--- src/rcp_defs.svh ---
// constants of the remote control port
`ifndef RCP_DEFS_SVH
`define RCP_DEFS_SVH
`define RCP_CLK_HZ 250000000
`define RCP_BAUD_2400 2400
`define RCP_BAUD_4800 4800
`define RCP_BAUD_9600 9600
`define RCP_BAUD_19200 19200
`define RCP_REG_CFG 4'h0
`define RCP_REG_ACT 4'h4
`define RCP_REG_STAT 4'h8
`define RCP_INIT_BIT 31
`define RCP_LINK_SER 2'h0
`define RCP_LINK_GPIB 2'h1
`define RCP_LINK_USB 2'h2
`define RCP_LINK_BAD 2'h3
`define RCP_ADDR_MIN 5'h01
`define RCP_ADDR_MAX 5'h1E
`define RCP_ADDR_DEF 5'h03
`define RCP_CFG_DEF 12'h18D
`define RCP_XON 8'h11
`define RCP_XOFF 8'h13
`define RCP_KEY_LOAD 0
`define RCP_KEY_RECALL 1
`define RCP_KEY_LOCK 2
`define RCP_KEY_LOCAL 3
`define RCP_KEYS_LOCKED 8'h07
`define RCP_BEEP_GAP 6'h20
`define RCP_ACK_OK_LAST 3'h2
`define RCP_ACK_ERR_LAST 3'h5
`endif

--- src/rcp_pkg.sv ---
// types of the remote control port
package rcp_pkg;
	typedef struct packed {
		logic ack;
		logic stop1;
		logic bits7;
		logic [1:0] baud;
		logic [4:0] addr;
		logic [1:0] link;
	} rcp_cfg_s;
	typedef struct packed {
		logic loaded;
		rcp_cfg_s pend;
		rcp_cfg_s act;
		logic wreq;
		logic [31:0] rdata;
		logic [7:0] keys_ok;
		logic locked, remote, lockout;
		logic [1:0] beeps;
		logic [5:0] gap;
		logic beep, trig, clr, srq, poll_v;
		logic [7:0] poll_d;
		logic ser_en, gpib_en, usb_en;
		logic [4:0] addr;
		logic [7:0] cmd_d;
		logic cmd_v, rsp_rdy;
		logic [7:0] tx_d;
		logic tx_v, paused, xoff_sent, ack_on, ack_err;
		logic [2:0] ack_i;
	} rcp_top_s;
	typedef struct packed {
		logic txd, tx_busy;
		logic [16:0] tx_c;
		logic [3:0] tx_n;
		logic [10:0] tx_sh;
		logic rx_busy;
		logic [16:0] rx_c;
		logic [3:0] rx_n;
		logic rx_v;
		logic [7:0] rx_d;
		logic [16:0] lo_c;
		logic [3:0] lo_n;
		logic brk_done, brk;
	} rcp_uart_s;
endpackage : rcp_pkg

--- src/rcp_ser_if.sv ---
// carrier between the port core and its serial engine
`timescale 1ns/10ps
interface rcp_ser_if;
	logic [16:0] div;
	logic bits7, stop2, en;
	logic [7:0] tx_data, rx_data;
	logic tx_valid, tx_ready, rx_valid, rx_brk;
	modport core (output div, bits7, stop2, en, tx_data, tx_valid,
		input tx_ready, rx_data, rx_valid, rx_brk);
	modport phy (input div, bits7, stop2, en, tx_data, tx_valid,
		output tx_ready, rx_data, rx_valid, rx_brk);
endinterface : rcp_ser_if

--- src/rcp_top.sv ---
// remote control port: registers, panel keys, bus messages, serial link
`timescale 1ns/10ps
`include "rcp_defs.svh"
module rcp_top #(
	parameter int unsigned DIV_2400 = `RCP_CLK_HZ / `RCP_BAUD_2400,
	parameter int unsigned DIV_4800 = `RCP_CLK_HZ / `RCP_BAUD_4800,
	parameter int unsigned DIV_9600 = `RCP_CLK_HZ / `RCP_BAUD_9600,
	parameter int unsigned DIV_19200 = `RCP_CLK_HZ / `RCP_BAUD_19200
) (
	// clock, reset, enable
	input wire logic clk_sys,
	input wire logic rst,
	input wire logic ce,
	// avalon-mm slave
	input wire logic [3:0] avs_address,
	input wire logic avs_read,
	input wire logic avs_write,
	input wire logic [31:0] avs_writedata,
	output logic [31:0] avs_readdata,
	output logic avs_waitrequest,
	// stored settings
	input wire logic [11:0] cfg_stored,
	output logic [11:0] cfg_save,
	// front panel
	input wire logic [7:0] keys,
	output logic [7:0] keys_ok,
	output logic beep,
	output logic lock_indicator,
	output logic remote_indicator,
	// interface messages
	input wire logic remote_req,
	input wire logic ren_off,
	input wire logic msg_get,
	input wire logic msg_dcl,
	input wire logic msg_llo,
	input wire logic msg_gtl,
	// measurement control
	output logic meas_trigger,
	output logic dev_clear,
	// service request and poll
	input wire logic [7:0] status_byte,
	input wire logic srq_req,
	input wire logic poll_req,
	output logic srq,
	output logic poll_valid,
	output logic [7:0] poll_data,
	// link selection
	output logic ser_en,
	output logic gpib_en,
	output logic usb_en,
	output logic [4:0] gpib_addr,
	// serial pins
	input wire logic rxd,
	output logic txd,
	// command and reply streams
	output logic [7:0] cmd_data,
	output logic cmd_valid,
	input wire logic cmd_ready,
	input wire logic [7:0] rsp_data,
	input wire logic rsp_valid,
	output logic rsp_ready,
	input wire logic done_ok,
	input wire logic done_err
);
	import rcp_pkg::*;

	rcp_top_s st, nx;
	rcp_ser_if ser ();
	logic take_rsp, need_off, need_on, last, req;
	logic [7:0] pressed;

	// ************
	// helpers
	// ************
	function automatic rcp_cfg_s rcp_fix(input rcp_cfg_s c);
		rcp_cfg_s f;
		f = c;
		if (c.link == `RCP_LINK_BAD) f.link = `RCP_LINK_GPIB;
		if (c.addr < `RCP_ADDR_MIN || c.addr > `RCP_ADDR_MAX) begin
			f.addr = `RCP_ADDR_DEF;
		end
		return f;
	endfunction : rcp_fix

	function automatic logic [7:0] rcp_ack_char(input logic err,
		input logic [2:0] i);
		logic [7:0] c;
		c = 8'h0A;
		case ({err, i})
			4'h0: c = 8'h4F;
			4'h1: c = 8'h4B;
			4'h8: c = 8'h45;
			4'h9: c = 8'h52;
			4'hA: c = 8'h52;
			4'hB: c = 8'h4F;
			4'hC: c = 8'h52;
			default: c = 8'h0A;
		endcase
		return c;
	endfunction : rcp_ack_char

	// ************
	// serial engine
	// ************
	always_comb begin
		case (st.act.baud)
			2'h0: ser.div = 17'(DIV_2400);
			2'h1: ser.div = 17'(DIV_4800);
			2'h2: ser.div = 17'(DIV_9600);
			default: ser.div = 17'(DIV_19200);
		endcase
	end
	assign ser.bits7 = st.act.bits7;
	assign ser.stop2 = !st.act.stop1;
	assign ser.en = st.ser_en;
	assign ser.tx_data = st.tx_d;
	assign ser.tx_valid = st.tx_v;

	rcp_uart u_uart (
		.clk_sys(clk_sys),
		.rst(rst),
		.ce(ce),
		.rxd(rxd),
		.txd(txd),
		.ser(ser)
	);

	// ************
	// next state
	// ************
	always_comb begin
		nx = st;
		nx.trig = 1'b0;
		nx.clr = 1'b0;
		nx.beep = 1'b0;
		req = avs_read || avs_write;
		// settings caught once after each reset
		if (!st.loaded) begin
			nx.loaded = 1'b1;
			nx.pend = rcp_fix(cfg_stored);
			nx.act = rcp_fix(cfg_stored);
		end
		nx.ser_en = nx.act.link == `RCP_LINK_SER;
		nx.gpib_en = nx.act.link == `RCP_LINK_GPIB;
		nx.usb_en = nx.act.link == `RCP_LINK_USB;
		nx.addr = nx.act.addr;
		// avalon slave: one wait cycle, then complete
		if (req && st.wreq) begin
			nx.wreq = 1'b0;
			case (avs_address)
				`RCP_REG_CFG: nx.rdata = {20'h00000, st.pend};
				`RCP_REG_ACT: nx.rdata = {20'h00000, st.act};
				`RCP_REG_STAT: nx.rdata = {28'h0000000, st.paused,
					st.lockout, st.remote, st.locked};
				default: nx.rdata = 32'h00000000;
			endcase
		end else if (req) begin
			nx.wreq = 1'b1;
			if (avs_write && avs_address == `RCP_REG_CFG) begin
				if (avs_writedata[`RCP_INIT_BIT]) begin
					nx.pend = `RCP_CFG_DEF;
				end else begin
					nx.pend = rcp_fix(avs_writedata[11:0]);
				end
			end
		end
		// ************
		// front panel
		// ************
		pressed = keys & (st.locked ? `RCP_KEYS_LOCKED : 8'hFF);
		if (st.lockout) pressed[`RCP_KEY_LOCAL] = 1'b0;
		nx.keys_ok = pressed;
		if (pressed[`RCP_KEY_LOCK]) begin
			nx.locked = !st.locked;
			nx.beeps = st.locked ? 2'h2 : 2'h1;
			nx.gap = 6'h00;
		end else if (st.gap != 6'h00) begin
			nx.gap = st.gap - 6'h01;
		end else if (st.beeps != 2'h0) begin
			nx.beep = 1'b1;
			nx.beeps = st.beeps - 2'h1;
			nx.gap = `RCP_BEEP_GAP;
		end
		// ************
		// remote and local
		// ************
		if (remote_req) nx.remote = 1'b1;
		if (msg_llo && !st.ser_en) nx.lockout = 1'b1;
		if (pressed[`RCP_KEY_LOCAL]) nx.remote = 1'b0;
		if (msg_gtl && !st.ser_en) nx.remote = 1'b0;
		if (ren_off) begin
			nx.remote = 1'b0;
			nx.lockout = 1'b0;
		end
		// ************
		// trigger, clear, service request
		// ************
		nx.trig = msg_get && !st.ser_en;
		nx.clr = (msg_dcl && !st.ser_en)
			|| (ser.rx_brk && st.ser_en);
		nx.srq = srq_req && !nx.ser_en;
		nx.poll_v = poll_req && !nx.ser_en;
		if (poll_req) nx.poll_d = {status_byte[7], srq_req, status_byte[5:0]};
		// ************
		// receive path
		// ************
		if (st.cmd_v && cmd_ready) nx.cmd_v = 1'b0;
		if (ser.rx_valid) begin
			if (ser.rx_data == `RCP_XOFF) begin
				nx.paused = 1'b1;
			end else if (ser.rx_data == `RCP_XON) begin
				nx.paused = 1'b0;
			end else begin
				nx.cmd_d = st.act.bits7 ? {1'b0, ser.rx_data[6:0]}
					: ser.rx_data;
				nx.cmd_v = 1'b1;
			end
		end
		if (nx.clr) nx.cmd_v = 1'b0;
		// ************
		// transmit path
		// ************
		need_off = st.cmd_v && !cmd_ready && !st.xoff_sent;
		need_on = !st.cmd_v && st.xoff_sent;
		take_rsp = st.rsp_rdy && rsp_valid;
		last = st.ack_i == (st.ack_err ? `RCP_ACK_ERR_LAST
			: `RCP_ACK_OK_LAST);
		if ((done_ok || done_err) && st.act.ack && st.ser_en
			&& !st.ack_on) begin
			nx.ack_on = 1'b1;
			nx.ack_err = done_err;
			nx.ack_i = 3'h0;
		end
		if (st.tx_v && ser.tx_ready) nx.tx_v = 1'b0;
		if (take_rsp) begin
			nx.tx_v = 1'b1;
			nx.tx_d = rsp_data;
		end else if (!st.tx_v && st.ser_en && (need_off || need_on)) begin
			nx.tx_v = 1'b1;
			nx.tx_d = need_off ? `RCP_XOFF : `RCP_XON;
			nx.xoff_sent = need_off;
		end else if (!st.tx_v && st.ack_on && !st.paused) begin
			nx.tx_v = 1'b1;
			nx.tx_d = rcp_ack_char(st.ack_err, st.ack_i);
			nx.ack_i = st.ack_i + 3'h1;
			if (last) nx.ack_on = 1'b0;
		end
		if (!st.ser_en) begin
			nx.tx_v = 1'b0;
			nx.ack_on = 1'b0;
		end
		nx.rsp_rdy = st.ser_en && !nx.paused && !nx.tx_v && !take_rsp
			&& !nx.ack_on && !need_off && !need_on;
	end

	always_ff @(posedge clk_sys) begin
		if (rst) begin
			st <= '0;
			st.wreq <= 1'b1;
			st.pend <= `RCP_CFG_DEF;
			st.act <= `RCP_CFG_DEF;
			st.gpib_en <= 1'b1;
			st.addr <= `RCP_ADDR_DEF;
		end else if (ce) begin
			st <= nx;
		end
	end

	// ************
	// outputs
	// ************
	assign avs_readdata = st.rdata;
	assign avs_waitrequest = st.wreq;
	assign cfg_save = st.pend;
	assign keys_ok = st.keys_ok;
	assign beep = st.beep;
	assign lock_indicator = st.locked;
	assign remote_indicator = st.remote;
	assign meas_trigger = st.trig;
	assign dev_clear = st.clr;
	assign srq = st.srq;
	assign poll_valid = st.poll_v;
	assign poll_data = st.poll_d;
	assign ser_en = st.ser_en;
	assign gpib_en = st.gpib_en;
	assign usb_en = st.usb_en;
	assign gpib_addr = st.addr;
	assign cmd_data = st.cmd_d;
	assign cmd_valid = st.cmd_v;
	assign rsp_ready = st.rsp_rdy;
endmodule : rcp_top

--- src/rcp_uart.sv ---
// serial character engine with break detection
`timescale 1ns/10ps
`include "rcp_defs.svh"
module rcp_uart (
	// clock and control
	input wire logic clk_sys,
	input wire logic rst,
	input wire logic ce,
	// pins
	input wire logic rxd,
	output logic txd,
	// core side
	rcp_ser_if.phy ser
);
	import rcp_pkg::*;
	rcp_uart_s st, nx;
	logic [3:0] nbits, frame;

	always_comb begin
		nbits = ser.bits7 ? 4'h7 : 4'h8;
		frame = 4'h1 + nbits + (ser.stop2 ? 4'h2 : 4'h1);
		nx = st;
		nx.rx_v = 1'b0;
		nx.brk = 1'b0;
		// ************
		// transmitter
		// ************
		if (!st.tx_busy) begin
			if (ser.tx_valid && ser.en) begin
				nx.tx_busy = 1'b1;
				nx.tx_sh = {2'h3, ser.bits7 | ser.tx_data[7],
					ser.tx_data[6:0], 1'b0};
				nx.txd = 1'b0;
				nx.tx_n = frame;
				nx.tx_c = ser.div - 17'h00001;
			end
		end else if (st.tx_c == 17'h00000) begin
			nx.tx_c = ser.div - 17'h00001;
			nx.tx_sh = {1'b1, st.tx_sh[10:1]};
			nx.txd = st.tx_sh[1];
			nx.tx_n = st.tx_n - 4'h1;
			if (st.tx_n == 4'h1) begin
				nx.tx_busy = 1'b0;
				nx.txd = 1'b1;
			end
		end else begin
			nx.tx_c = st.tx_c - 17'h00001;
		end
		// ************
		// receiver
		// ************
		if (!st.rx_busy) begin
			if (ser.en && !rxd && !st.brk_done) begin
				nx.rx_busy = 1'b1;
				nx.rx_c = {1'b0, ser.div[16:1]};
				nx.rx_n = 4'h0;
				nx.rx_d = 8'h00;
			end
		end else if (st.rx_c == 17'h00000) begin
			nx.rx_c = ser.div - 17'h00001;
			nx.rx_n = st.rx_n + 4'h1;
			if (st.rx_n == 4'h0) begin
				nx.rx_busy = !rxd;
			end else if (st.rx_n <= nbits) begin
				nx.rx_d[st.rx_n[2:0] - 3'h1] = rxd;
			end else begin
				nx.rx_busy = 1'b0;
				nx.rx_v = rxd;
			end
		end else begin
			nx.rx_c = st.rx_c - 17'h00001;
		end
		// ************
		// break detector
		// ************
		if (rxd || !ser.en) begin
			nx.lo_c = ser.div - 17'h00001;
			nx.lo_n = 4'h0;
			nx.brk_done = 1'b0;
		end else if (st.lo_c == 17'h00000) begin
			nx.lo_c = ser.div - 17'h00001;
			if (st.lo_n != 4'hF) nx.lo_n = st.lo_n + 4'h1;
		end else begin
			nx.lo_c = st.lo_c - 17'h00001;
		end
		if (st.lo_n > frame && !st.brk_done) begin
			nx.brk = 1'b1;
			nx.brk_done = 1'b1;
			nx.rx_busy = 1'b0;
		end
	end

	always_ff @(posedge clk_sys) begin
		if (rst) begin
			st <= '0;
			st.txd <= 1'b1;
		end else if (ce) begin
			st <= nx;
		end
	end

	assign txd = st.txd;
	assign ser.tx_ready = !st.tx_busy && ser.en;
	assign ser.rx_data = st.rx_d;
	assign ser.rx_valid = st.rx_v;
	assign ser.rx_brk = st.brk;
endmodule : rcp_uart

--- config.mk ---
export PLATFORM = sky130hd
export DESIGN_NAME = rcp_top
export DESIGN_NICKNAME = d
export VERILOG_FILES = /design/src/rcp_pkg.sv /design/src/rcp_ser_if.sv /design/src/rcp_top.sv /design/src/rcp_uart.sv
export VERILOG_INCLUDE_DIRS = /design/src
export SDC_FILE = /design/constraint.sdc
export NUM_CORES = 1
export LEC_CHECK = 0
export BUFFER_PORTS_ARGS = -buffer_cell sky130_fd_sc_hd__buf_2
export CAP_MARGIN = 20
export CORE_MARGIN = 4
export CORE_UTILIZATION = 50
export DETAILED_ROUTE_END_ITERATION = 6
export GPL_TIMING_DRIVEN = 0
export PLACE_DENSITY = 0.69
export RECOVER_POWER = 25
export SYNTH_ARGS = -nofsm -noshare
export SYNTH_HDL_FRONTEND = slang
export SYNTH_HIERARCHICAL = 1
export SYNTH_SLANG_ARGS = --single-unit
--- constraint.sdc ---
create_clock -name clk_sys -period 3.5 [get_ports clk_sys]
set_input_delay 0.175 -clock clk_sys [delete_from_list [all_inputs] [get_ports clk_sys]]
set_output_delay 0.175 -clock clk_sys [all_outputs]
set_load 0.01 [all_outputs]
Word level (Yosys, flattened, before mapping):

Index checks and enable logic that the tools add are counted.

* register bits after elaboration: 207
* input bits: 90
* output and inout port bits: 87
* logic and storage cells: 291

* add/subtract/negate cells: 13
* $lt $le $gt $ge: 8
* eq/ne operators: 24
* multiplexer cells: 84
* bitwise operators: 6
* reductions and logical operators: 102

Operators with widths (number)
* $mux W34: 2
* $sub A17 B1 Y17 const B: 4
* $logic_not A17 Y1: 3
* $mux W17: 3
* $pmux W17 S3: 1
* $mux W12: 4
* $mux W8: 6
* $mux W9: 5
* $mux W22: 2
* $pmux W12 S3: 1
* $logic_and A1 B1 Y1: 34
* $mux W1: 32
* $pmux W7 S4: 1
* $reduce_and A2 Y1: 13
* $eq A4 B4 Y1 const B: 6
* $mux W24: 1
* $mux W21: 1
* $mux W2: 10
* $logic_not A1 Y1: 18
* $reduce_bool A2 Y1: 9
* $eq A8 B5 Y1 const B: 2
* $mux W15: 1
* $mux W5: 3
* $reduce_and A3 Y1: 5
* 40 further kinds: 70

Depth between registers and ports, before layout:

* depth in word-level cells: 14
* mapped depth: 11
* mapped depth without buffers: 11

By module:

The synthesis kept the hierarchy.

By module, submodules not included
* rcp_uart: times used 1, cells an instance 755, area an instance 5755.5 um2, sequential area each 1741.7 um2
* rcp_top: times used 1, cells an instance 656, area an instance 5367.6 um2, sequential area each 1981.9 um2

Worst setup path after synthesis:

OpenSTA, ideal clock, no wires.

* path type: register -> register
* from: register st[106] in the netlist's numbering
* to: register u_uart/st[18] in the netlist's numbering
* library setup time: 0.086 ns
* arrival: 2.702 ns
* data required time: 3.414 ns
* path slack: 0.713 ns
* cell stages (with the launch flop): 9
* buffers on the path: 0
* clock period less this slack: 2.787 ns
* cells stage by stage: dfxtp_1 inv_1 ha_1 inv_1 or4_1 or3b_2 xor2_1 a32o_1 a211oi_1

* cells in the longest elaborated chain, start to end: 5
* elaborated cells on any way between the ends: 7
* classes of those cells: 1 x add/sub; 2 x eq/ne; 3 x mux; 1 x reduce/logical

RTL lines
* start: declaration: RTL line rcp_top.sv:67 `rcp_top_s st, nx;`
* start signal: assignment: RTL line rcp_top.sv:265 `st <= nx;`
* $eq A2 B2 Y1 (tied with other cells): RTL line rcp_top.sv:106 `case (st.act.baud)`
* $pmux W17 S3 *: RTL line rcp_top.sv:106
* via ser.div[0]: RTL line rcp_ser_if.sv:4 `logic [16:0] div;`
* $sub A17 B1 Y17 *: RTL line rcp_uart.sv:77, rcp_uart.sv:81
* $mux W17: RTL line rcp_uart.sv:80 `end else if (st.lo_c == 17'h00000) begin`
* $mux W21 *: RTL line rcp_uart.sv:76 `if (rxd || !ser.en) begin`
* end signal: assignment: RTL line rcp_uart.sv:98 `st <= nx;`
* end: declaration: RTL line rcp_uart.sv:16 `rcp_uart_s st, nx;`

Mark *: on every way through the listed nets, which the timed path passes. The rest lies on a longest branch.
A chain may end at the register's enable or synchronous reset.

Worst setup path after layout:

* from: register st[107] in the netlist's numbering
* to: register u_uart/st[81] in the netlist's numbering

* cells in the longest elaborated chain, start to end: 5
* elaborated cells on any way between the ends: 8
* classes of those cells: 1 x add/sub; 2 x eq/ne; 4 x mux; 1 x reduce/logical

RTL lines
* $eq A2 B2 Y1 (tied with other cells): RTL line rcp_top.sv:106
* $pmux W17 S3 *: RTL line rcp_top.sv:106
* via ser.div[0]: RTL line rcp_ser_if.sv:4
* $sub A17 B1 Y17 *: RTL line rcp_uart.sv:35, rcp_uart.sv:38
* $mux W34 / $mux W17 (equally long branches): RTL line rcp_uart.sv:29, rcp_uart.sv:37
* $mux W34 *: RTL line rcp_uart.sv:28 `if (!st.tx_busy) begin`

Mark *: on every way through the listed nets, which the timed path passes. The rest lies on a longest branch. The select of a mux whose other input is x is not followed.

==> impl_metrics.tcl <==
set metrics [dict create \
    outcome "completed" \
    cts_max_level 4 \
    fp.dieH_um 157 \
    vias 11300 \
    p_comb_frac 0.189 \
    dp_slack_ps 61.3 \
    wl_per_cell_um 18.5 \
    synth_edf_count 0 \
    grt_pass1_wl_um 56100 \
    gp_congestion 0.934 \
    async_flop_share 0 \
    grt_overflow 0 \
    cts_buffers 17 \
    routed.top_layer "met5" \
    dr_wl_met2_um 16700 \
    max_stage_delay_ps 590 \
    critical_path.startpoint_type "flip-flop" \
    nets 1727 \
    die_area_um2 24700 \
    clk_pin_slew_ps 80 \
    synthCells 1411 \
    regArea_um2 3720 \
    drc 0 \
    clock_sinks 186 \
    diodes 0 \
    multi_input_area_um2 6350 \
    power.internal_mw 3.64 \
    critical_path_required_ps 3810 \
    switching_share 0.326 \
    syn_avg_cell_area_um2 7.88 \
    rows 54 \
    clockBufferDepth 2 \
    port_buffers 132 \
    wirelength_met1_um 14800 \
    critical_path.top_delay_family "simple AND/OR/NAND/NOR gates" \
    path_class "reg2reg" \
    grt_max_degree 22 \
    synth_cell_types 79 \
    postLayoutCellArea_um2 13000 \
    path_cells "inv_1, ha_2, inv_1, or4_1, or3b_2, xor2_2, o21ai_0, a21oi_1, nor3_1" \
    power.switching_mw 1.76 \
    vias_per_cell 5.96 \
    drive_gt1_frac 0.152 \
    finalHoldViolations 0 \
    seq_area_frac_synth 0.335 \
    clkPwrFrac 0.389 \
    setup_viol 0 \
    cts_tree "built" \
    ir_drop_mv 0.291 \
    slew_headroom 0.298 \
    skew_ps 13.5 \
    totalWireLength_um 35100 \
    crit_slowest_cell "or4_1" \
    dp_hpwl_um 25700 \
    finalCriticalPeriod_ps 3360 \
    track_usage 0.282 \
    area_growth_pct 17.1 \
    max_slew.worst_pin.slew_ps 1040 \
    worst_path_most_repeated_cell "inv_1" \
    power_density_nw_per_um2 415 \
    ys_seq_elements 186 \
    start_util 0.510 \
    fmax_ghz 0.298 \
    fill_cells 2025 \
    synth_ff_type "dfxtp_1" \
    dieWidth_um 157 \
    critical_path_arrival_ps 3660 \
    setup_tns_ps 0 \
    firstDrtPassIters 6 \
    power.leakage_nw 5.15 \
    min_period_over_period 0.959 \
    drt_iter0_markers 907 \
    core_area_um2 21800 \
    end_kind "flip-flop" \
    clock_tree.root_cell "clkbuf_16" \
    yosysWarnings 6 \
    drv_cap 0 \
    grt_pass1_vias 10700 \
    crit_path_max_fanout 11 \
    antenna_found_initial 1 \
    seq_power_share 0.422 \
    ant_nets 0 \
    wl_met3_um 2600 \
    worst_slack_ps 143 \
    hold_class "in2reg" \
    clkLatencyLatePin_ps 450 \
    netlist_area_um2 11100 \
    cp.buffers_inverters 2 \
    drv_slew 0 \
    placedInstanceArea_um2 12200 \
    io_pins 177 \
]
## placed cells by master, fill, tap and decap left out, types with 21 or more instances in the layout
cell / Yosys / routed
dfxtp_1: 186 / 186
nor2_1: 170 / 170
clkbuf_1: 59 / 117
nand2_1: 111 / 111
a21oi_1: 100 / 100
buf_2: 12 / 86
buf_4: 83 / 82
o21ai_0: 81 / 81
inv_1: 54 / 54
nor3_1: 48 / 48
nand3_1: 40 / 40
ha_1: 35 / 34
mux2i_1: 32 / 32
a22oi_1: 32 / 32
nor4_1: 25 / 24
a211oi_1: 22 / 22
a221oi_1: 21 / 21
## synth_stat cells, types with 4 or more instances
library cell | n | area share
a211o_1 | 5 | 0.0039
a211oi_1 | 22 | 0.015
a21o_1 | 7 | 0.0047
a21oi_1 | 100 | 0.045
a221o_1 | 4 | 0.0036
a221oi_1 | 21 | 0.017
a22oi_1 | 32 | 0.022
a311oi_1 | 7 | 0.0055
a31oi_1 | 16 | 0.0090
a32oi_1 | 6 | 0.0047
and2_1 | 7 | 0.0039
and3_1 | 7 | 0.0039
buf_1 | 9 | 0.0030
buf_2 | 12 | 0.0054
buf_4 | 83 | 0.056
clkbuf_1 | 59 | 0.020
dfxtp_1 | 186 | 0.33
ha_1 | 35 | 0.039
inv_1 | 54 | 0.018
mux2_2 | 8 | 0.0081
mux2i_1 | 32 | 0.029
nand2_1 | 111 | 0.037
nand2b_1 | 15 | 0.0084
nand3_1 | 40 | 0.018
nand3b_1 | 9 | 0.0061
nand4_1 | 14 | 0.0079
nor2_1 | 170 | 0.057
nor2b_1 | 13 | 0.0073
nor3_1 | 48 | 0.022
nor3b_1 | 13 | 0.0088
nor4_1 | 25 | 0.014
nor4b_1 | 4 | 0.0031
o211ai_1 | 5 | 0.0034
o21a_1 | 8 | 0.0054
o21ai_0 | 81 | 0.036
o221ai_1 | 5 | 0.0039
o22ai_1 | 12 | 0.0067
o31ai_1 | 5 | 0.0034
o32ai_1 | 7 | 0.0055
or2_2 | 4 | 0.0022
or3_1 | 14 | 0.0079
or4_1 | 12 | 0.0081
xnor2_1 | 17 | 0.013
xor2_1 | 14 | 0.011
## sequential cells by signal, summed over array words and instances, names as in the netlist, 5 cells and up
| register | cells |
|---|---|
| ser.tx_data | 8 |
| avs_readdata | 12 |
| poll_data | 8 |
| u_uart/st | 76 |
| gpib_addr | 5 |
| u_uart/ser.rx_data | 8 |
| st | 23 |
| cmd_data | 8 |
| cfg_save | 12 |
| keys_ok | 8 |
## final cells by class
class | count | share of cell area
multi-input cells | 1026 | 0.488
repair buffers | 153 | 0.0611
flip-flops and latches | 186 | 0.286
inverters | 54 | 0.0156
plain buffers | 164 | 0.0729
clock buffers | 17 | 0.0327
clock inverters | 15 | 0.0173
well taps | 280 | 0.0269
## power groups by stage
stage	logic (mW)	registers, mW	clock network [mW]
floorplan	0.687	2.30	0
global placement	0.971	2.32	0
detailed placement	0.980	2.32	0
CTS	1.00	2.28	2.13
global route	1.11	2.29	2.22
finish	1.02	2.28	2.10
## cells by family after synthesis
group | synth area share
xor gates and xnor gates | 0.0244
other | 0.000337
adders and majority gates | 0.0394
muxes | 0.0369
buffers and inverters | 0.104
AOI/OAI and AO/OA | 0.218
DFF | 0.335
and+or+nand+nor | 0.242
## through the flow
step | utilization | hold WS, ps | instances | total power [mW]
finish | 0.597 | 12.0 | 1895 | 5.40
global route | 0.597 | 6.76 | 1895 | 5.62
floorplan | - | 275 | 1430 | 2.99
detailed placement | 0.559 | 392 | 1842 | 3.30
CTS | 0.598 | 5.51 | 1894 | 5.41
global placement | 0.559 | 380 | 1842 | 3.29
## final timing paths
path                                     start             to  slack [ps]  cells after the start
worst max register to register         st[107]  u_uart/st[81]         140                      9
worst min-delay path            cfg_stored[10]        st[109]          10                      3
worst min register to register    poll_data[4]   poll_data[4]         460                      2
worst max-delay path                   st[107]  u_uart/st[81]         140                      9
## worst min-delay path, stage by stage
cell and delay, ps:
buf_2 130, nand2_1 60, a21oi_1 50
## metal layers
| metal | vias up | track usage |
|---|---|---|
| met5 | - | 0 |
| met4 | 2 | 0.0860 |
| met3 | 87 | 0.0547 |
| met2 | 494 | 0.478 |
| met1 | 5315 | 0.366 |
| li1 | 5391 | - |
## timing repair
item / in CTS / in global routing
setup endpoints to repair: 0 / 16
hold buffers: 20 / 0
resized for setup: 0 / 5
buffers inserted: 0 / 1
endpoints found under the hold margin: 21 / 0
(Power assumes the default switching activity.)
